==> src/hdl/cfg_pin_pkg.sv <==
// Shared constants, carrier types and decode helpers for the configuration pin controller
package cfg_pin_pkg;

  // ----------------------------------------------------------------
  // Widths
  // ----------------------------------------------------------------
  localparam int ADDR_W = 18;
  localparam int DATA_W = 8;
  localparam int MODE_W = 4;
  localparam int DLY_W = 4;
  localparam int STATUS_BIT = 7;

  // ----------------------------------------------------------------
  // Configuration mode codes on the mode select pins
  // ----------------------------------------------------------------
  localparam logic [MODE_W-1:0] MODE_NONE = 4'h0;
  localparam logic [MODE_W-1:0] MODE_MASTER_PAR = 4'h4;
  localparam logic [MODE_W-1:0] MODE_ASYNC_PERIPH = 4'h5;
  localparam logic [MODE_W-1:0] MODE_SLAVE_PAR = 4'h7;
  localparam logic [MODE_W-1:0] MODE_PROC = 4'hB;

  // ----------------------------------------------------------------
  // Types
  // ----------------------------------------------------------------
  typedef enum logic [4:0] {
    ST_POWER = 5'h01,
    ST_WAIT = 5'h02,
    ST_LOAD = 5'h04,
    ST_START = 5'h08,
    ST_USER = 5'h10
  } phase_t;

  // Host side configuration strobes and data
  typedef struct packed {
    logic select_low_n;
    logic select_high;
    logic rd_n;
    logic wr_n;
    logic [DATA_W-1:0] data;
  } host_bus_t;

  typedef struct packed {
    phase_t phase;
    logic [MODE_W-1:0] mode;
    logic init_prev;
    logic done;
    logic wr_prev;
    logic wr_pulse;
    logic [DATA_W-1:0] wbyte;
    logic stat_oe;
    logic stat_val;
    logic [ADDR_W-1:0] addr;
  } ctl_t;

  typedef struct packed {
    logic [DLY_W-1:0] cnt;
    logic expired;
  } tmr_t;

  // ----------------------------------------------------------------
  // Reset values
  // ----------------------------------------------------------------
  localparam ctl_t CTL_RESET = '{ST_POWER, MODE_NONE, 1'b0, 1'b0, 1'b0, 1'b0, 8'h00,
                                 1'b0, 1'b0, 18'h00000};
  localparam tmr_t TMR_RESET = '{4'h0, 1'b0};

  // ----------------------------------------------------------------
  // Decode helpers
  // ----------------------------------------------------------------
  function automatic logic uses_select(input logic [MODE_W-1:0] mode);
    return (mode == MODE_ASYNC_PERIPH) || (mode == MODE_SLAVE_PAR) || (mode == MODE_PROC);
  endfunction

  function automatic logic is_selected(input logic [MODE_W-1:0] mode, input host_bus_t bus);
    return uses_select(mode) && !bus.select_low_n && bus.select_high;
  endfunction

endpackage

==> src/hdl/release_timer.sv <==
// Start-up release timer: counts a loaded option delay after completion
`timescale 1ns/1ps
module release_timer #(
  parameter int W = 4
) (
  input wire logic core_clk_i,
  input wire logic rst_n_i,
  input wire logic start_i,
  input wire logic [W-1:0] delay_i,
  output logic expired_o
);

  // ----------------------------------------------------------------
  // State
  // ----------------------------------------------------------------
  cfg_pin_pkg::tmr_t cur_ff;
  cfg_pin_pkg::tmr_t nxt_cur;

  // Counts up while started; sticks once the delay is reached
  always_comb begin
    nxt_cur = cur_ff;
    if (start_i && !cur_ff.expired) begin
      if (cur_ff.cnt == delay_i) begin
        nxt_cur.expired = 1'b1;
      end else begin
        nxt_cur.cnt = cur_ff.cnt + 4'h1;
      end
    end
  end

  // Registers the state copy
  always_ff @(posedge core_clk_i) begin
    if (!rst_n_i) begin
      cur_ff <= cfg_pin_pkg::TMR_RESET;
    end else begin
      cur_ff <= nxt_cur;
    end
  end

  assign expired_o = cur_ff.expired;

endmodule

==> src/hdl/config_port_control_pins.sv <==
// Configuration-phase control pin controller: handshake, select, status and release
// Notes on behaviour
// - High flag is driven high from reset until configuration completes.
// - Low flag is driven low until configuration completes.
// - Hold line pulled low, open drain, during power settling and memory clearing.
// - External low on hold line keeps device waiting; no loading starts.
// - Selected only when low select is low and high select is high.
// - Async peripheral mode: read strobe low turns status bit line into output.
// - Status bit line high means ready, low means busy.
// - Read and write together: write wins and is performed.
// - Master parallel mode drives eighteen address lines to boot memory.
// - Other non-processor modes keep address lines floating with pull-ups.
// - After configuration, control pins are handed over to user I/O.
// - Done release and pin release are timed by two separate option groups.
// - Mode pins are latched on rising edge of the hold line.
// - Peripheral mode ready output tells host next byte may be written.
`timescale 1ns/1ps
module config_port_control_pins #(
  parameter int ADDR_W = 18,
  parameter int DLY_W = 4
) (
  input wire logic core_clk_i,
  input wire logic rst_n_i,
  input wire logic power_stable_i,
  input wire logic mem_clear_busy_i,
  input wire logic config_done_i,
  input wire logic load_ready_i,
  input wire logic [ADDR_W-1:0] boot_addr_i,
  input wire logic [DLY_W-1:0] done_delay_i,
  input wire logic [DLY_W-1:0] release_delay_i,
  input wire logic [3:0] mode_pins_i,
  input wire cfg_pin_pkg::host_bus_t host_i,
  input wire logic init_n_i,
  output logic init_n_o,
  output logic init_n_oe_o,
  output logic config_active_high_flag_o,
  output logic config_active_high_flag_oe_o,
  output logic config_active_low_flag_o,
  output logic config_active_low_flag_oe_o,
  output logic status_bit_line_o,
  output logic status_bit_line_oe_o,
  output logic [ADDR_W-1:0] addr_o,
  output logic addr_oe_o,
  output logic addr_pullup_o,
  output logic ready_o,
  output logic byte_wr_o,
  output logic [7:0] byte_o,
  output logic [3:0] mode_o,
  output logic done_o,
  output logic done_oe_o,
  output logic user_io_en_o
);

  // ----------------------------------------------------------------
  // State
  // ----------------------------------------------------------------
  cfg_pin_pkg::ctl_t cur_ff;
  cfg_pin_pkg::ctl_t nxt_cur;
  logic done_rel;
  logic pins_rel;
  logic sel;
  logic in_load;

  assign in_load = (cur_ff.phase == cfg_pin_pkg::ST_LOAD);
  assign sel = cfg_pin_pkg::is_selected(cur_ff.mode, host_i);

  // Sequencer and host strobe handling
  always_comb begin
    nxt_cur = cur_ff;
    nxt_cur.init_prev = init_n_i;
    nxt_cur.wr_prev = !host_i.wr_n;
    nxt_cur.wr_pulse = 1'b0;
    nxt_cur.stat_oe = 1'b0;
    nxt_cur.addr = boot_addr_i;
    unique case (cur_ff.phase)
      cfg_pin_pkg::ST_POWER: begin
        // Line stays low until supplies settle and memory is cleared
        if (power_stable_i && !mem_clear_busy_i) begin
          nxt_cur.phase = cfg_pin_pkg::ST_WAIT;
        end
      end
      cfg_pin_pkg::ST_WAIT: begin
        // Only a rising edge leaves; an external low keeps us here
        if (init_n_i && !cur_ff.init_prev) begin
          nxt_cur.mode = mode_pins_i;
          nxt_cur.phase = cfg_pin_pkg::ST_LOAD;
        end
      end
      cfg_pin_pkg::ST_LOAD: begin
        if (config_done_i) begin
          nxt_cur.done = 1'b1;
          nxt_cur.phase = cfg_pin_pkg::ST_START;
        end
      end
      cfg_pin_pkg::ST_START: begin
        if (pins_rel) begin
          nxt_cur.phase = cfg_pin_pkg::ST_USER;
        end
      end
      cfg_pin_pkg::ST_USER: begin
        nxt_cur.phase = cfg_pin_pkg::ST_USER;
      end
      default: begin
        nxt_cur = cfg_pin_pkg::CTL_RESET;
      end
    endcase
    // Write is checked first so a clash with read still performs the write
    if (in_load && sel) begin
      if (!host_i.wr_n) begin
        if (!cur_ff.wr_prev) begin
          nxt_cur.wr_pulse = 1'b1;
          nxt_cur.wbyte = host_i.data;
        end
      end else if (!host_i.rd_n && cur_ff.mode == cfg_pin_pkg::MODE_ASYNC_PERIPH) begin
        nxt_cur.stat_oe = 1'b1;
        nxt_cur.stat_val = load_ready_i;
      end
    end
  end

  // Registers the state copy
  always_ff @(posedge core_clk_i) begin
    if (!rst_n_i) begin
      cur_ff <= cfg_pin_pkg::CTL_RESET;
    end else begin
      cur_ff <= nxt_cur;
    end
  end

  // ----------------------------------------------------------------
  // Start-up release timing
  // ----------------------------------------------------------------
  // Two timers so done and pin hand-over follow their own option groups
  release_timer #(.W(DLY_W)) u_done_tmr (
    .core_clk_i(core_clk_i),
    .rst_n_i(rst_n_i),
    .start_i(cur_ff.done),
    .delay_i(done_delay_i),
    .expired_o(done_rel)
  );

  release_timer #(.W(DLY_W)) u_pins_tmr (
    .core_clk_i(core_clk_i),
    .rst_n_i(rst_n_i),
    .start_i(cur_ff.done),
    .delay_i(release_delay_i),
    .expired_o(pins_rel)
  );

  // ----------------------------------------------------------------
  // Pin drivers
  // ----------------------------------------------------------------
  // Open drain: only ever pulls low
  assign init_n_o = 1'b0;
  assign init_n_oe_o = (cur_ff.phase == cfg_pin_pkg::ST_POWER);

  // Both flags from one bit so they can never disagree for a cycle
  assign config_active_high_flag_o = !cur_ff.done;
  assign config_active_low_flag_o = cur_ff.done;
  assign config_active_high_flag_oe_o = !pins_rel;
  assign config_active_low_flag_oe_o = !pins_rel;

  // Status read-back on data bit line
  assign status_bit_line_o = cur_ff.stat_val;
  assign status_bit_line_oe_o = cur_ff.stat_oe && !pins_rel;

  // Boot memory addressing; pull-ups only where the pins are not ours
  assign addr_o = cur_ff.addr;
  assign addr_oe_o = in_load && (cur_ff.mode == cfg_pin_pkg::MODE_MASTER_PAR);
  assign addr_pullup_o = !pins_rel && !addr_oe_o && (cur_ff.mode != cfg_pin_pkg::MODE_PROC)
                         && (cur_ff.mode != cfg_pin_pkg::MODE_MASTER_PAR);

  assign ready_o = in_load && (cur_ff.mode == cfg_pin_pkg::MODE_ASYNC_PERIPH)
                   && load_ready_i;
  assign byte_wr_o = cur_ff.wr_pulse;
  assign byte_o = cur_ff.wbyte;
  assign mode_o = cur_ff.mode;

  // Done is open drain, held low until its own timer expires
  assign done_o = 1'b0;
  assign done_oe_o = !done_rel;
  assign user_io_en_o = pins_rel;
endmodule

==> config.mk <==
export PLATFORM = sky130hd
export DESIGN_NAME = config_port_control_pins
export DESIGN_NICKNAME = d
export VERILOG_FILES = /design/src/hdl/cfg_pin_pkg.sv /design/src/hdl/release_timer.sv /design/src/hdl/config_port_control_pins.sv
export SDC_FILE = /design/constraint.sdc
export NUM_CORES = 1
export LEC_CHECK = 0
export ABC_AREA = 0
export BUFFER_PORTS_ARGS = -buffer_cell sky130_fd_sc_hd__clkbuf_2
export CAP_MARGIN = 10
export CORE_MARGIN = 2
export CORE_UTILIZATION = 52
export CTS_CLUSTER_SIZE = 28
export DETAILED_ROUTE_END_ITERATION = 10
export GPL_ROUTABILITY_DRIVEN = 0
export PLACE_DENSITY = 0.85
export SYNTH_ARGS = -nofsm -noshare
export SYNTH_HDL_FRONTEND = slang
export SYNTH_SLANG_ARGS = --single-unit
==> constraint.sdc <==
create_clock -name core_clk_i -period 4.3 [get_ports core_clk_i]
set_clock_uncertainty 0.15 [all_clocks]
set_input_delay 0.86 -clock core_clk_i [delete_from_list [all_inputs] [get_ports core_clk_i]]
set_output_delay 0.86 -clock core_clk_i [all_outputs]
set_load 0.005 [all_outputs]
==> results of run 1 <==
tightest hold or removal path: stages (launching register included):
cell     delay (ns)
dfxtp_1        0.34
nand2_1        0.06
mux2i_1        0.06
report_power, final:
group	internal [W]	switching [W]
clock network	0.000126	0.000145
logic	0.000122	0.000142
registers	0.000525	0.0000245
total	0.000774	0.000311
metrics by stage:
step	std cells	instance area (µm²)
finish	350	2650
CTS	350	2650
floorplan	241	2340
global route	350	2650
detailed placement	343	2560
global placement	343	2560
synth_stat cells, types with 2 or more instances:
library cell and instances:
dfxtp_1 51, buf_4 35, and2_1 20, nand2_1 17
mux2i_1 12, nand2b_1 10, nor2_1 9, xor2_1 9
a32o_1 8, nand4_1 7, a21oi_1 6, inv_1 4
buf_2 3, nand3_1 3, nor2b_1 3, nor4_1 3
xnor2_1 3, ha_1 2, nand3b_1 2, nor3_1 2
nor3b_1 2, o41a_1 2, or3_1 2, or4_1 2
logic make-up (layout without fill, tap and decap cells):
kind of cell | count (synthesis) | count (layout)
xor gates and xnor gates | 12 | 12
muxes | 12 | 12
adders and majority gates | 2 | 2
buffers and inverters | 46 | 103
DFF | 51 | 51
and+or+nand+nor | 92 | 92
other | 1 | 2
AOI/OAI and AO/OA | 24 | 24
how the worst max path moves through the flow:
stage,startpoint,end,slack (ns)
floorplan,mode_o[2]$_SDFFE_PN0P_,ready_o,2.11
global placement,rst_n_i,byte_o[0]$_SDFF_PN0_,1.44
detailed placement,rst_n_i,byte_o[6]$_SDFF_PN0_,1.35
CTS,mode_o[2]$_SDFFE_PN0P_,ready_o,1.59
global route,mode_o[2]$_SDFFE_PN0P_,ready_o,1.50
finish,mode_o[2]$_SDFFE_PN0P_,ready_o,1.58
final cells by class:
cell class	instances	area, µm²
Clock buffer	6	82.6
Fill cell	386	1680
Multi-Input combinational cell	144	1000
Tap cell	52	65.1
Inverter	5	18.8
Sequential cell	51	1020
Timing Repair Buffer	91	455
Clock inverter	1	5.00
state kept, by name, indices dropped and copies added, names as in the netlist:
register                  count
addr_o                       18
u_pins_tmr.cur_ff             4
cur_ff                        8
u_done_tmr.expired_o          1
u_done_tmr.cur_ff             4
config_active_low_flag_o      1
mode_o                        4
byte_wr_o                     1
u_pins_tmr.expired_o          1
status_bit_line_o             1
byte_o                        8
routing by layer:
metal	up-vias	wire (µm)
li1	901	-
met2	64	2150
met3	6	303
met4	0	59
met5	-	0
met1	822	1850
==> flow_summary_export.csv, run 1 <==
group,metric,value,unit
status,run_status,"complete, no violations",
layout,drive_gt1_frac,0.349,
clock_network,clkSlewWorstSetupHoldPaths,0.09,ns
setup_path,crit_slowest_cell,"or3b_2",
global_routing,met1_usage,0.210,
setup_path,cp.required,3.29,ns
clock_network,ctsResizeCount,0,
clock_network,cts_setup_buffers,0,
placed_design,preCtsSetupSlack,1.35,ns
logic_synthesis,ys_types,47,
timing,slew_violations,0,
clock_network,cts_made_buffers,5,
logic_synthesis,synthFlopType,"dfxtp_1",
timing,setup_viol,0,
global_routing,grt_util_met3,0.0484,
route,routedWlPerCell,12.5,µm
setup_path,crit_buf_inv,1,
logic_synthesis,syn_area,2330,µm²
floorplan,fp.dieH,71.0,µm
setup_path,reg2reg_depth,4,
clock_network,cts-root-buf,"clkbuf_8",
setup_path,crit_path_max_fanout,5,
global_routing,grt_pass1_vias,1628,
route,postRouteAntennaNets,0,
setup_path,crit_path_start_kind,"flop",
layout,finish.utilization,0.612,
timing,fmax,368,MHz
global_routing,met2_usage,0.306,
clock_network,cts_tree,"done",
min_path,hold_start,"u_done_tmr.cur_ff[4]$_SDFFE_PN0P_",
logic_synthesis,synth-async-reset-ratio,0,
logic_synthesis,muxShareOfSynthArea,0.0515,
logic_synthesis,avgSynthCellArea,9.72,µm²
timing,rsz0062_at_grt,"no",
setup_path,r2r_end,"byte_o[6]$_SDFF_PN0_",
logic_synthesis,yosys_warnings,0,
layout,nNetsFinal,349,
placed_design,io_buffers,91,
min_path,min_path_cells,2,
global_routing,grt_overflow_total,0,
layout,final_common_cell,"clkbuf_2",
global_routing,grt_max_degree,30,
global_routing,grt_pass1_wl,7.06,mm
logic_synthesis,yosys.area.top_type,"dfxtp_1",
floorplan,die_x,71.0,µm
logic_synthesis,synth_xor_area_frac,0.0451,
route,vias,1793,
placed_design,hpwl,3.30,mm
setup_path,worstPathArrival,1.71,ns
timing,final_hold_viol_count,0,
timing,hold-worst-slack,0.345,ns
power_and_ir_drop,p_leak,1.27,nW
global_routing,grt_busiest_layer,"met2",
setup_path,cp_cell_sequence,"or3b_2 > nor3_1 > and3_1 > clkbuf_2",
layout,area_growth,13.5,%
logic_synthesis,ys_seq_area_frac,0.438,
layout,final_cell_mix,"91 x clkbuf_2, 51 x dfxtp_1, 20 x and2_1",
floorplan,core,4320,µm²
power_and_ir_drop,power.density,410,nW/µm²
clock_network,holdBufCountCts,0,
timing,finalCriticalPeriod,2.72,ns
logic_synthesis,synth_top_family_by_area,"simple AND/OR/NAND/NOR gates",
logic_synthesis,synth_area_leaders,"dfxtp_1 44%, buf_4 11%, and2_1 5.4%",
setup_path,max_stage_delay,0.49,ns
route,first_pass_iters,4,
floorplan,die-area,5040,µm²
logic_synthesis,synthAdderAreaFrac,0.0107,
global_routing,grt_usage,0.177,
flow_run,drv_cap,0,
setup_path,rrSetupSlack,2.14,ns
route,routed_wl,4.37,mm
setup_path,endpoint_kind,"output port",
logic_synthesis,synthSimpleGateAreaFrac,0.232,
route,drc,0,
route,vias_per_cell,5.12,
clock_network,cts_max_level,2,
logic_synthesis,synth_compound_area_frac,0.0858,
setup_path,crit_cells,4,
global_routing,antenna_found_initial,0,
floorplan,start_util,0.539,
setup_path,r2r-start,"cur_ff[39]$_SDFFE_PN0P_",
clock_network,clock_latency,0.30,ns
logic_synthesis,synthCells,240,
timing,finalCritPeriodShare,0.632,
setup_path,critPathTopFamily,"simple AND/OR/NAND/NOR gates",
setup_path,crit_type,"flop to output port",
logic_synthesis,yosysTopAreaCellShare,0.438,
timing,tightest_slew,0.728,ns
logic_synthesis,synth_edf_count,0,
power_and_ir_drop,vdd.ir_drop.worst,0.152,mV
floorplan,ios,94,
clock_network,clock-sinks,51,
logic_synthesis,synth_seq_cells,51,
timing,fin_ws,1.58,ns
layout,n_antenna_cell,0,
power_and_ir_drop,p_total,0.00109,W
timing,finalSetupTns,0,ns
min_path,min_to,"u_done_tmr.cur_ff[4]$_SDFFE_PN0P_",
clock_network,clockBufferDepth,2,
min_path,min_path_type,"flop to flop",
floorplan,row_count,24,
route,drt_iter0_drc,64,
timing,relSlewSlack,0.513,
Note: power is estimated with default switching activity, not from simulation.
==> inputs of run 2 (changes only) <==
--- a/config.mk
+++ b/config.mk
@@ -5,15 +5,15 @@
 export SDC_FILE = /design/constraint.sdc
 export NUM_CORES = 1
 export LEC_CHECK = 0
-export ABC_AREA = 0
+export ABC_AREA = 1
 export BUFFER_PORTS_ARGS = -buffer_cell sky130_fd_sc_hd__clkbuf_2
 export CAP_MARGIN = 10
 export CORE_MARGIN = 2
-export CORE_UTILIZATION = 52
+export CORE_UTILIZATION = 45
 export CTS_CLUSTER_SIZE = 28
 export DETAILED_ROUTE_END_ITERATION = 10
 export GPL_ROUTABILITY_DRIVEN = 0
-export PLACE_DENSITY = 0.85
+export PLACE_DENSITY = 0.76
 export SYNTH_ARGS = -nofsm -noshare
 export SYNTH_HDL_FRONTEND = slang
 export SYNTH_SLANG_ARGS = --single-unit
==> constraint.sdc (replaced) <==
create_clock -name core_clk_i -period 2.2 [get_ports core_clk_i]
set_clock_uncertainty 0.15 [all_clocks]
set_input_delay 0.44 -clock core_clk_i [delete_from_list [all_inputs] [get_ports core_clk_i]]
set_output_delay 0.44 -clock core_clk_i [all_outputs]
set_load 0.005 [all_outputs]
==> flow_summary_export.csv, run 2 <==
group,metric,value,unit
status,run_status,"complete, no violations",
route,vias_per_cell,4.60,
layout,largest_reg_flops,18,
power_and_ir_drop,clkPwrFrac,0.253,
layout,area_growth,14.5,%
route,first_pass_iters,4,
clock_network,clkSlewWorstSetupHoldPaths,0.09,ns
layout,fin_cells,465,
timing,final_hold_viol_count,0,
logic_synthesis,synth_seq_cells,51,
layout,final_cell_mix,"91 x clkbuf_2, 51 x nand2_1, 51 x dfxtp_1",
flow_run,drv_cap,0,
global_routing,met1_usage,0.190,
logic_synthesis,synth-async-reset-ratio,0,
floorplan,core,5820,µm²
floorplan,ios,94,
placed_design,hpwl,4.21,mm
timing,finalSetupTns,0,ns
clock_network,cts_made_buffers,5,
power_and_ir_drop,switching_power,0.000919,W
layout,drive_gt1_frac,0.369,
route,drc,0,
route,routedWlPerCell,11.4,µm
route,drt_iter0_drc,80,
logic_synthesis,syn_area,2670,µm²
power_and_ir_drop,comb_power_share,0.315,
logic_synthesis,yosys-top-cells-count,"51 x dfxtp_1, 51 x nand2_1, 46 x inv_1",
setup_path,endpoint_kind,"output port",
timing,finalCriticalPeriod,2.03,ns
global_routing,grt_usage,0.169,
global_routing,antenna_found_initial,0,
logic_synthesis,synthCells,326,
clock_network,cts_max_level,2,
placed_design,placed_area,2940,µm²
logic_synthesis,yosysTopAreaCellShare,0.383,
layout,final_common_cell,"clkbuf_2",
power_and_ir_drop,internal-power,0.00174,W
power_and_ir_drop,sequentialPowerShare,0.432,
global_routing,grt_util_met3,0.0400,
power_and_ir_drop,p_total,0.00266,W
power_and_ir_drop,vdd.ir_drop.worst,0.405,mV
clock_network,cts-root-buf,"clkbuf_8",
global_routing,grt_pass1_wl,8.57,mm
placed_design,io_buffers,91,
route,routed_wl,5.30,mm
power_and_ir_drop,power.density,871,nW/µm²
clock_network,clock-sinks,51,
setup_path,crit_path_start_kind,"flop",
clock_network,cts_setup_buffers,0,
min_path,min_path_type,"primary input to flop",
route,vias,2139,
timing,finalCritPeriodShare,0.921,
timing,setup_viol,0,
logic_synthesis,yosys.area.top_type,"dfxtp_1",
timing,rsz0062_at_grt,"no",
global_routing,grt_max_degree,22,
logic_synthesis,synth_area_leaders,"dfxtp_1 38%, nor2_4 10%, buf_4 9.3%",
setup_path,crit_path_max_fanout,5,
logic_synthesis,avgSynthCellArea,8.19,µm²
timing,slew_violations,0,
clock_network,clock_latency,0.31,ns
floorplan,start_util,0.459,
clock_network,cts_tree,"done",
floorplan,die_x,81.0,µm
global_routing,grt_overflow_total,0,
setup_path,reg2reg_depth,8,
logic_synthesis,synth_edf_count,0,
global_routing,grt_busiest_layer,"met2",
setup_path,cp.required,1.61,ns
floorplan,die-area,6560,µm²
setup_path,worstPathArrival,1.44,ns
setup_path,crit_type,"flop to output port",
layout,finish.utilization,0.526,
placed_design,dp.cells,457,
timing,fmax,493,MHz
logic_synthesis,ys_types,30,
power_and_ir_drop,p_leak,1.51,nW
layout,n_antenna_cell,0,
global_routing,met2_usage,0.301,
global_routing,grt_pass1_vias,2032,
logic_synthesis,synthFlopType,"dfxtp_1",
floorplan,fp.dieH,81.0,µm
layout,final_cell_area,3060,µm²
min_path,min_path_cells,2,
logic_synthesis,ys_seq_area_frac,0.383,
logic_synthesis,yosys_warnings,0,
layout,nNetsFinal,440,
floorplan,row_count,28,
power_and_ir_drop,swShare,0.345,
route,postRouteAntennaNets,0,
clock_network,clockBufferDepth,2,
run 2: cell types whose count changed after synthesis, moves of 3 or more:
cell and delta:
inv_1 +42, nand2_1 +34, nor2_4 +24, and2_1 -20
nand3_1 +20, nor2_1 +19, a21oi_1 +15, mux2i_1 -12
nand2b_1 -10, a32o_1 -8, nand3_2 +3, nor2b_1 -3
run 2: what timing repair did:
action | in CTS | in global routing
resized for setup | 0 | 1
hold buffers | 0 | 0
setup endpoints to repair | 0 | 1
run 2: cell families (layout without fill, tap and decap cells):
| logic type | count (synthesis) | count (layout) | synth area share |
|---|---|---|---|
| AO/OA/AOI/OAI | 25 | 25 | 0.0502 |
| XOR/XNOR | 12 | 12 | 0.0394 |
| adder cells (fa/ha/maj) | 2 | 2 | 0.00937 |
| buffers and inverters | 85 | 148 | 0.179 |
| flip-flops | 51 | 51 | 0.383 |
| other | 1 | 2 | 0.00141 |
| AND/OR/NAND/NOR | 150 | 150 | 0.338 |
run 2: final timing paths:
kind / start / endpoint / slack [ns]
worst max-delay path: cur_ff[36]$_SDFFE_PN1P_ / ready_o / 0.17
worst max register to register: cur_ff[40]$_SDFFE_PN0P_ / addr_o[17]$_SDFF_PN0_ / 0.43
worst min-delay path: host_i[8] / cur_ff[29]$_SDFF_PN0_ / 0.19
worst min register to register: status_bit_line_o$_SDFF_PN0_ / status_bit_line_o$_SDFF_PN0_ / 0.32
run 2: stage by stage:
stage	setup WS (ns)	hold WS, ns
6_report	0.173	0.188
5_1_grt	0.0392	0.182
4_1_cts	0.142	0.188
3_5_place_dp	0.442	0.306
3_3_place_gp	0.487	0.297
2_1_floorplan	0.732	0.290
run 2: area by class of cell:
type	count	area [µm²]
Sequential cell	51	1020
Inverter	47	176
Clock inverter	2	35.0
Multi-Input combinational cell	191	1180
Fill cell	565	2760
Timing Repair Buffer	93	470
Clock buffer	6	82.6
Tap cell	75	93.8
run 2: worst max-delay path: stages, from the launching register on:
cell and delay, ns:
dfxtp_1 0.35, nor2_4 0.18, nand2_1 0.11, nor2_4 0.16
nand2_1 0.08, nor2_2 0.11, clkbuf_2 0.13
run 2: layer usage:
metal / routed length, µm / part of all wire / vias to the layer above
met5: 0 / 0 / -
met4: 112 / 0.021 / 0
met3: 403 / 0.076 / 11
met2: 2580 / 0.49 / 73
met1: 2210 / 0.42 / 955
li1: - / - / 1100
run 2: power groups by stage:
stage	Sequential (W)	Combinational (W)	Clock, W
finish	0.00115	0.000839	0.000672
global route	0.00117	0.000951	0.000725
CTS	0.00115	0.000844	0.000688
detailed placement	0.00117	0.000840	0
global placement	0.00117	0.000821	0
floorplan	0.00115	0.000749	0
